## src/shared/dpsm_regs.vh

```
// Register offsets, field positions, state codes and timing constants
`ifndef DPSM_REGS_VH
`define DPSM_REGS_VH

// ====================
// Register offsets (word index on the register port)
`define DPSM_ADDR_W 4
`define DPSM_OFF_CMD 4'h0
`define DPSM_OFF_STATE 4'h1
`define DPSM_OFF_MODE_SEL 4'h2
`define DPSM_OFF_MODE_ACT 4'h3
`define DPSM_OFF_FAULT 4'h4

// ====================
// Command word field positions
`define DPSM_CMD_SWITCH_ON 0
`define DPSM_CMD_ENABLE_VOLT 1
`define DPSM_CMD_QUICK_STOP_N 2
`define DPSM_CMD_ENABLE_OP 3
`define DPSM_CMD_FAULT_RESET 7

// ====================
// Reset values
`define DPSM_CMD_RESET 16'h0000
`define DPSM_MODE_RESET 8'h00

// ====================
// Status word patterns, bits 6, 5 and 3..0
`define DPSM_SW_NOT_READY 16'h0000
`define DPSM_SW_SO_DISABLED 16'h0040
`define DPSM_SW_READY 16'h0021
`define DPSM_SW_SWITCHED_ON 16'h0023
`define DPSM_SW_OP_ENABLED 16'h0027
`define DPSM_SW_QS_ACTIVE 16'h0007
`define DPSM_SW_FAULT_REACT 16'h000f
`define DPSM_SW_FAULT 16'h0008

// ====================
// Timing: self-test time in ns and derived cycle count at 25 MHz
`define DPSM_CLK_NS 40
`define DPSM_SELFTEST_NS 400
`define DPSM_SELFTEST_CYC (`DPSM_SELFTEST_NS / `DPSM_CLK_NS)
`define DPSM_FAULT_REACT_NS 200
`define DPSM_FAULT_REACT_CYC (`DPSM_FAULT_REACT_NS / `DPSM_CLK_NS)

`endif

```

## src/dpsm_sync.v

```verilog
// Three-stage input synchroniser with agreement filter
`timescale 1ns/1ps
module dpsm_sync (
  // Clock and reset
  input wire sys_clk,
  input wire rst,
  // Pin in, clean level out
  input wire pin_in,
  output reg level_out
);

  reg stage1;
  reg stage2;
  reg stage3;

  // ====================
  // Sync chain; level follows once stages two and three agree
  always @(posedge sys_clk)
  begin
    if (rst)
    begin
      stage1 <= 1'b0;
      stage2 <= 1'b0;
      stage3 <= 1'b0;
      level_out <= 1'b0;
    end
    else
    begin
      stage1 <= pin_in;
      stage2 <= stage1;
      stage3 <= stage2;
      if (stage2 == stage3)
        level_out <= stage3;
    end
  end

endmodule // dpsm_sync

```

## src/dpsm_edge.v

```verilog
// Rising edge detector for command word bits
`timescale 1ns/1ps
module dpsm_edge (
  // Clock and reset
  input wire sys_clk,
  input wire rst,
  // Level in, one-cycle pulse out
  input wire level_in,
  output wire rise
);

  reg level_d;

  // ====================
  // Previous level; starts high so a set bit at reset is no edge
  always @(posedge sys_clk)
  begin
    if (rst)
      level_d <= 1'b1;
    else
      level_d <= level_in;
  end

  assign rise = level_in & ~level_d;

endmodule // dpsm_edge

```

## src/dpsm_top.v

```verilog
// Drive power state machine with command and state words
//
// What this block does
// - State changes come from command word, timer (self-test and fault reaction ends) and fault/fatal pins
// - State word always shows present state
// - Decode shutdown and switch-on commands
// - Decode disable voltage and quick stop
// - Enable operation; switch-on pattern disables operation
// - Fault reset and quick-stop return edge-triggered
// - Encode not-ready, disabled, fault patterns
// - Encode ready, switched, enabled, quick-stop patterns
// - After self-test enter switch on disabled
// - Unrecoverable error locks in not ready
// - Mode selected and mode displayed kept separate
// - Mode selection writable in any state
//
// The placing of the registers and the plain strobed port are this design's own decisions.
`timescale 1ns/1ps
`include "dpsm_regs.vh"
module dpsm_top (
  // Clock and reset
  input wire sys_clk,
  input wire rst,
  // Register port
  input wire [`DPSM_ADDR_W-1:0] reg_addr,
  input wire [15:0] reg_wdata,
  input wire reg_wr,
  input wire reg_rd,
  output reg [15:0] reg_rdata,
  // Device events from pins
  input wire fault_pin,
  input wire fatal_pin,
  // Drive status
  output reg [15:0] drive_state_word,
  output reg [7:0] mode_active,
  output reg power_enabled
);

  // ====================
  // One-hot states
  localparam [8:0] ST_SELFTEST = 9'h001;
  localparam [8:0] ST_NOT_READY = 9'h002;
  localparam [8:0] ST_SO_DISABLED = 9'h004;
  localparam [8:0] ST_READY = 9'h008;
  localparam [8:0] ST_SWITCHED_ON = 9'h010;
  localparam [8:0] ST_OP_ENABLED = 9'h020;
  localparam [8:0] ST_QS_ACTIVE = 9'h040;
  localparam [8:0] ST_FAULT_REACT = 9'h080;
  localparam [8:0] ST_FAULT = 9'h100;

  localparam integer SELFTEST_CYC = `DPSM_SELFTEST_CYC;
  localparam integer REACT_CYC = `DPSM_FAULT_REACT_CYC;

  // ====================
  // Declarations
  reg [15:0] drive_command_word;
  reg [7:0] mode_select;
  reg [8:0] state;
  reg [8:0] next_state;
  reg [7:0] timer;
  reg fatal_seen;
  reg fault_seen;
  wire fault_lvl;
  wire fatal_lvl;
  wire fault_reset_rise;
  wire enable_op_rise;

  // ====================
  // Command decode
  // shutdown pattern decode
  function is_shutdown(input [15:0] cw);
    is_shutdown = ~cw[7] & cw[2] & cw[1] & ~cw[0];
  endfunction

  function is_switch_on(input [15:0] cw);
    is_switch_on = ~cw[7] & ~cw[3] & cw[2] & cw[1] & cw[0];
  endfunction

  function is_disable_volt(input [15:0] cw);
    is_disable_volt = ~cw[7] & ~cw[1];
  endfunction

  function is_quick_stop(input [15:0] cw);
    is_quick_stop = ~cw[7] & ~cw[2] & cw[1];
  endfunction

  function is_enable_op(input [15:0] cw);
    is_enable_op = ~cw[7] & cw[3] & cw[2] & cw[1] & cw[0];
  endfunction

  // ====================
  // Pin synchronisers
  dpsm_sync u_sync_fault (
    .sys_clk(sys_clk),
    .rst(rst),
    .pin_in(fault_pin),
    .level_out(fault_lvl)
  );

  dpsm_sync u_sync_fatal (
    .sys_clk(sys_clk),
    .rst(rst),
    .pin_in(fatal_pin),
    .level_out(fatal_lvl)
  );

  // ====================
  // Edge detectors on command bits
  // fault reset edge
  dpsm_edge u_edge_fr (
    .sys_clk(sys_clk),
    .rst(rst),
    .level_in(drive_command_word[`DPSM_CMD_FAULT_RESET]),
    .rise(fault_reset_rise)
  );

  dpsm_edge u_edge_eo (
    .sys_clk(sys_clk),
    .rst(rst),
    .level_in(drive_command_word[`DPSM_CMD_ENABLE_OP]),
    .rise(enable_op_rise)
  );

  // ====================
  // Register writes
  always @(posedge sys_clk)
  begin
    if (rst)
    begin
      drive_command_word <= `DPSM_CMD_RESET;
      mode_select <= `DPSM_MODE_RESET;
    end
    else if (reg_wr)
    begin
      if (reg_addr == `DPSM_OFF_CMD)
        drive_command_word <= reg_wdata;
      if (reg_addr == `DPSM_OFF_MODE_SEL)
        mode_select <= reg_wdata[7:0];
    end
  end

  // ====================
  // Active mode follows selection
  always @(posedge sys_clk)
  begin
    if (rst)
      mode_active <= `DPSM_MODE_RESET;
    else
      mode_active <= mode_select;
  end

  // ====================
  // Sticky error flags; set wins over clear
  always @(posedge sys_clk)
  begin
    if (rst)
    begin
      fatal_seen <= 1'b0;
      fault_seen <= 1'b0;
    end
    else
    begin
      if (fatal_lvl)
        fatal_seen <= 1'b1;
      if (fault_lvl)
        fault_seen <= 1'b1;
      else if (state == ST_FAULT_REACT || state == ST_FAULT)
        fault_seen <= 1'b0; // Cleared once the pin is quiet again
    end
  end

  // ====================
  // Next state logic
  always @*
  begin
    next_state = state;
    case (state)
      ST_SELFTEST:
      begin
        if (timer == SELFTEST_CYC[7:0])
          next_state = ST_SO_DISABLED;
      end
      ST_NOT_READY:
        next_state = ST_NOT_READY;
      ST_SO_DISABLED:
        if (is_shutdown(drive_command_word))
          next_state = ST_READY;
      ST_READY:
      begin
        if (is_disable_volt(drive_command_word) |
            is_quick_stop(drive_command_word))
          next_state = ST_SO_DISABLED;
        else if (is_switch_on(drive_command_word))
          next_state = ST_SWITCHED_ON;
        else if (is_enable_op(drive_command_word))
          next_state = ST_SWITCHED_ON;
      end
      ST_SWITCHED_ON:
      begin
        if (is_disable_volt(drive_command_word) |
            is_quick_stop(drive_command_word))
          next_state = ST_SO_DISABLED;
        else if (is_shutdown(drive_command_word))
          next_state = ST_READY;
        else if (is_enable_op(drive_command_word))
          next_state = ST_OP_ENABLED;
      end
      ST_OP_ENABLED:
      begin
        if (is_disable_volt(drive_command_word))
          next_state = ST_SO_DISABLED;
        else if (is_quick_stop(drive_command_word))
          next_state = ST_QS_ACTIVE;
        else if (is_shutdown(drive_command_word))
          next_state = ST_READY;
        else if (is_switch_on(drive_command_word))
          next_state = ST_SWITCHED_ON;
      end
      ST_QS_ACTIVE:
      begin
        if (is_disable_volt(drive_command_word))
          next_state = ST_SO_DISABLED;
        else if (enable_op_rise & ~drive_command_word[7] &
                 drive_command_word[1] & drive_command_word[0])
          next_state = ST_OP_ENABLED;
      end
      ST_FAULT_REACT:
        if (timer == REACT_CYC[7:0])
          next_state = ST_FAULT;
      ST_FAULT:
      begin
        if (fault_reset_rise)
          next_state = ST_SO_DISABLED;
      end
      default:
        next_state = ST_SELFTEST;
    endcase
    // Error overrides
    if (state != ST_SELFTEST && state != ST_NOT_READY)
    begin
      if (fault_seen && state != ST_FAULT_REACT && state != ST_FAULT)
        next_state = ST_FAULT_REACT;
    end
    if (fatal_seen && state != ST_NOT_READY)
      next_state = ST_NOT_READY;
  end

  // ====================
  // State register and timer
  always @(posedge sys_clk)
  begin
    if (rst)
    begin
      state <= ST_SELFTEST;
      timer <= 8'h00;
    end
    else
    begin
      state <= next_state;
      if (next_state != state)
        timer <= 8'h00;
      else if (timer != 8'hff)
        timer <= timer + 8'h01;
    end
  end

  // ====================
  // State word encoding
  always @(posedge sys_clk)
  begin
    if (rst)
    begin
      drive_state_word <= `DPSM_SW_NOT_READY;
      power_enabled <= 1'b0;
    end
    else
    begin
      power_enabled <= (next_state == ST_OP_ENABLED) |
                       (next_state == ST_QS_ACTIVE);
      case (next_state)
        ST_SELFTEST: drive_state_word <= `DPSM_SW_NOT_READY;
        ST_NOT_READY: drive_state_word <= `DPSM_SW_NOT_READY;
        ST_SO_DISABLED: drive_state_word <= `DPSM_SW_SO_DISABLED;
        ST_FAULT_REACT: drive_state_word <= `DPSM_SW_FAULT_REACT;
        ST_FAULT: drive_state_word <= `DPSM_SW_FAULT;
        ST_READY: drive_state_word <= `DPSM_SW_READY;
        ST_SWITCHED_ON: drive_state_word <= `DPSM_SW_SWITCHED_ON;
        ST_OP_ENABLED: drive_state_word <= `DPSM_SW_OP_ENABLED;
        ST_QS_ACTIVE: drive_state_word <= `DPSM_SW_QS_ACTIVE;
        default: drive_state_word <= `DPSM_SW_NOT_READY;
      endcase
    end
  end

  // ====================
  // Register reads, data one cycle after strobe
  always @(posedge sys_clk)
  begin
    if (rst | ~reg_rd)
      reg_rdata <= 16'h0000;
    else
    begin
      case (reg_addr)
        `DPSM_OFF_CMD: reg_rdata <= drive_command_word;
        `DPSM_OFF_STATE: reg_rdata <= drive_state_word;
        `DPSM_OFF_MODE_SEL: reg_rdata <= {8'h00, mode_select};
        `DPSM_OFF_MODE_ACT: reg_rdata <= {8'h00, mode_active};
        `DPSM_OFF_FAULT: reg_rdata <= {14'h0000, fatal_seen, fault_seen};
        default: reg_rdata <= 16'h0000;
      endcase
    end
  end

endmodule // dpsm_top

```

## config.mk

```make
export PLATFORM = sky130hd
export DESIGN_NAME = dpsm_top
export DESIGN_NICKNAME = d
export VERILOG_FILES = /design/src/dpsm_sync.v /design/src/dpsm_edge.v /design/src/dpsm_top.v
export VERILOG_INCLUDE_DIRS = /design/src /design/src/shared
export SDC_FILE = /design/constraint.sdc
export NUM_CORES = 1
export LEC_CHECK = 0
export ABC_AREA = 1
export BUFFER_PORTS_ARGS = -buffer_cell sky130_fd_sc_hd__buf_4
export CORE_MARGIN = 2
export CORE_UTILIZATION = 50
export CTS_CLUSTER_DIAMETER = 150
export CTS_CLUSTER_SIZE = 12
export DETAILED_ROUTE_END_ITERATION = 7
export PLACE_DENSITY = 0.86
export SYNTH_ARGS = -nofsm -noshare
export SYNTH_HDL_FRONTEND = slang
export SYNTH_HIERARCHICAL = 1
export SYNTH_SLANG_ARGS = --single-unit
```

## constraint.sdc

```tcl
create_clock -name sys_clk -period 1.72 [get_ports sys_clk]
set_input_delay 0.172 -clock sys_clk [delete_from_list [all_inputs] [get_ports sys_clk]]
set_output_delay 0.172 -clock sys_clk [all_outputs]
set_load 0.02 [all_outputs]
```

==> impl_metrics.yaml <==
finish:
  antenna_cells: 0
  final_nets: 695
  area_growth_pct: 36.6
  layout-drive-gt1-share_pct: 34.9
flow_run:
  drv_cap: 0
synth:
  syn_inst: 532
  synthAdderAreaFrac_pct: 0.962
  synth-edff-count: 0
  netlist_area_sq_mm: 0.00390
  ys_types: 34
  ys_ff_latch: 84
  ys_warn_count: 6
  yosys-mux-area-fraction_pct: 0
  ys_seq_area_share_pct: 43.1
  synth_compound_area_share_pct: 13.9
  synth_flop_cell: "dfxtp_1"
  async_flop_share_pct: 0
  synth_xor_xnor_area_share_pct: 1.57
  synth_top_family_by_area: "simple AND/OR/NAND/NOR gates"
  synth_area_per_cell_sq_um: 7.34
  synth-simple-area-share_pct: 27.9
critical_path:
  criticalPathCategory: "reg2reg"
  reg2reg_depth: 16
  worst-r2r-setup-slack_ps: -370
  critical_path_required_ps: 2000
  r2r-end: "drive_state_word[0]"
  slowest_stage: "dfxtp_4"
  cp_cell_sequence: "nor2_4, nand3_4, nor2_4, buf_4, buf_6, nand3_1, nand2_1, nand2_1, nand2_1, inv_2, nor2_4, buf_6, nor2_4, inv_2, nor2_1, a21oi_1"
  rr_startpoint: "state[3]"
  crit_fanout: 7
  worstSetupStartpoint: "state[3]"
  endpoint: "drive_state_word[0]"
  worstSetupEndpointType: "flop"
  arrival_ps: 2370
  path_common_cell: "nor2_4"
  slowest_delay_ps: 370
  critPathLaunchType: "flop"
floorplan:
  core_area_sq_mm: 0.00765
  die_h_um: 92.3
  start_util_pct: 51.0
  rows: 32
  die_width_um: 92.3
  dieArea_sq_mm: 0.00853
  ioPinCount: 67
sta:
  tightestPinTransition_ps: 555
  fin_tns_setup_ps: -4650
  fin_crit_sh_pct: 121
  final-hold-violation-count: 0
  layout_setup_ws_ps: -368
  hold_slack_ps: 10.7
  maxSlewViolCount: 0
  period_minus_slack_ps: 2090
  slew_headroom_pct: 62.9
  setup_viol_count_final: 20
  fin_skew_ps: 14.7
  rsz0062_at_grt: "true"
  fmax_ghz: 0.479
grt:
  grt_pass1_wl_um: 17800
  antenna_found_initial: 0
  grt_pass1_vias: 3853
  overflow: 0
  grt_max_degree: 32
  grt_use_total_pct: 26.2
place:
  portBuffers: 56
  dpl.hpwl_um: 8090
  gp_congestion: 0.928
outcome:
  violations: "setup timing"
  status: "complete, but fails checks"
route:
  ant_nets: 0
  vias: 4061
  drt_iter0_drc: 312
  drt_first_pass_iters: 7
  drc: 0
  wl_per_cell_um: 14.2
  drt_wl_total_um: 11000
  viasPerCell: 5.25
pwr:
  power_density_mw_per_mm2: 706
  power_switching_mw: 0.977
  ir_drop_mv: 0.583
  pwr-share-comb_pct: 7.6
  p_leak_nw: 2.46
  power_frac_seq_pct: 53.0
  power_frac_clock_pct: 39.4
  netSwitchingFraction_pct: 26.0
  internal_power_mw: 2.78
clock_tree:
  cts.sinks: 84
  path_clk_slew_ps: 90
  cts-htree-levels: 3
  cts_root_buf: "clkbuf_8"
  numCtsBuffers: 9
  clk_latency_ps: 360
  tritoncts: "yes"
  hold_buffers: 0
  clockBufferDepth: 2
hold_path:
  hp-class: "in2reg"
[final cells by class]
cell class | count | area (sq um)
inverter | 96 | 360
sequential | 84 | 1700
clock buffer | 9 | 124
clock inverter | 7 | 78.8
tap | 102 | 128
timing repair buffer | 135 | 1030
fill | 553 | 2320
multi-input combinational | 340 | 1910
[repair_timing]
item                                    4_1_cts  5_1_grt
gates resized for setup                      14       35
gates cloned                                  1        0
endpoints found under the setup margin       17       22
setup buffers                                 2        1
pin swaps                                     9        8
[worst min path at each step]
stage / startpoint / end / slack, ps / cells after the start
floorplan: rst / u_sync_fatal/stage1 / 240 / 1
global placement: fault_pin / u_sync_fault/stage1 / 380 / 3
detailed placement: fault_pin / u_sync_fault/stage1 / 380 / 3
CTS: fault_pin / u_sync_fault/stage1 / 20 / 3
global route: fault_pin / u_sync_fault/stage1 / 30 / 3
finish: fault_pin / u_sync_fault/stage1 / 10 / 3
[cell usage in the layout (no fill, tap or decap), types with 3 or more instances in the layout]
cell type  synthesis  final
nand2_4            1      3
a21oi_2            1      3
dfxtp_2            0     10
xor2_1             7      7
o21ai_0           35     34
nor3_1            18     16
o21bai_1           3      3
inv_1             87     84
nand3_2            3      7
nand2_1           68     64
a221oi_1           4      4
clkbuf_8           0      9
nor2_4             7     13
inv_2              9     12
conb_1             1     10
nor2_2            17     21
dfxtp_1           84     73
ha_1               3      3
nand3_4            2      3
buf_4             10    132
a21oi_1           37     34
o22ai_1            7      7
nand2_2            3      5
nand3_1           33     29
o21ai_1            3      4
inv_6              0      4
nor2_1            64     54
nor3_2             1      3
[critical path: cells and delay by family (launching register included)]
kind / cells / cell delay [ps]
and+or+nand+nor: 10 / 1040
buffers and inverters: 5 / 440
DFF: 1 / 370
AOI/OAI and AO/OA: 1 / 170
[power by group through the flow]
stage,registers [mW],logic [mW],clock network [mW]
2_1_floorplan,2.04,0.158,0
3_3_place_gp,2.04,0.266,0
3_5_place_dp,2.04,0.276,0
4_1_cts,1.99,0.282,1.48
5_1_grt,2.00,0.315,1.55
6_report,1.99,0.286,1.48
[state kept, by name, summed over array words and instances, names as in the netlist, 6 cells and up]
| register | cells |
|---|---|
| mode_active | 8 |
| timer | 8 |
| drive_state_word | 6 |
| mode_select | 8 |
| drive_command_word | 16 |
| reg_rdata | 16 |
| state | 9 |
[cells in the mapped netlist, types with 2 or more instances]
cell type  instances  area (sq um)
nand3b_1           2          15.0
nand2_1           68           255
a221oi_1           4          35.0
nor3_1            18          90.1
nand3_4            2          35.0
buf_4             10          75.1
nor2_4             7          78.8
a211oi_1           2          15.0
nor2_2            17           106
a21oi_1           37           185
nand3_2            3          30.0
o21ai_1            3          15.0
nand4_1            2          12.5
o21ai_0           35           175
ha_1               3          37.5
o22ai_1            7          43.8
dfxtp_1           84          1680
o211ai_1           2          15.0
xor2_1             7          61.3
clkbuf_1          11          41.3
o21bai_1           3          22.5
nand3_1           33           165
nand2_2            3          18.8
inv_2              9          33.8
o221ai_1           2          17.5
inv_1             87           327
nor2_1            64           240
[routing by layer]
layer	part of all wire (%)	up-vias	global-route usage, %	routed length [um]
li1	-	1940	-	-
met1	41	1911	32.5	4560
met2	49	173	45.4	5390
met3	6.7	37	5.21	737
met4	2.9	0	9.45	316
met5	0	-	0	0
[cell families (layout without fill, tap and decap cells)]
kind of cell | after synthesis | in the layout
AO/OA/AOI/OAI | 97 | 97
XOR/XNOR | 7 | 7
adder cells (fa/ha/maj) | 3 | 3
buffers and inverters | 118 | 247
flip-flops | 84 | 84
other | 1 | 10
AND/OR/NAND/NOR | 222 | 223
[per-stage QoR]
stage               instance area, sq um  worst slack, ps  util [%]  std cells  power [mW]
floorplan                           3940            -96.4         -        541        2.20
global route                        5330             -523      69.7        773        3.87
detailed placement                  4940             -359      64.6        753        2.31
finish                              5330             -368      69.7        773        3.76
CTS                                 5210             -336      68.2        772        3.75
global placement                    4940             -319      64.6        753        2.30
Note: power is estimated with default switching activity, not from simulation.
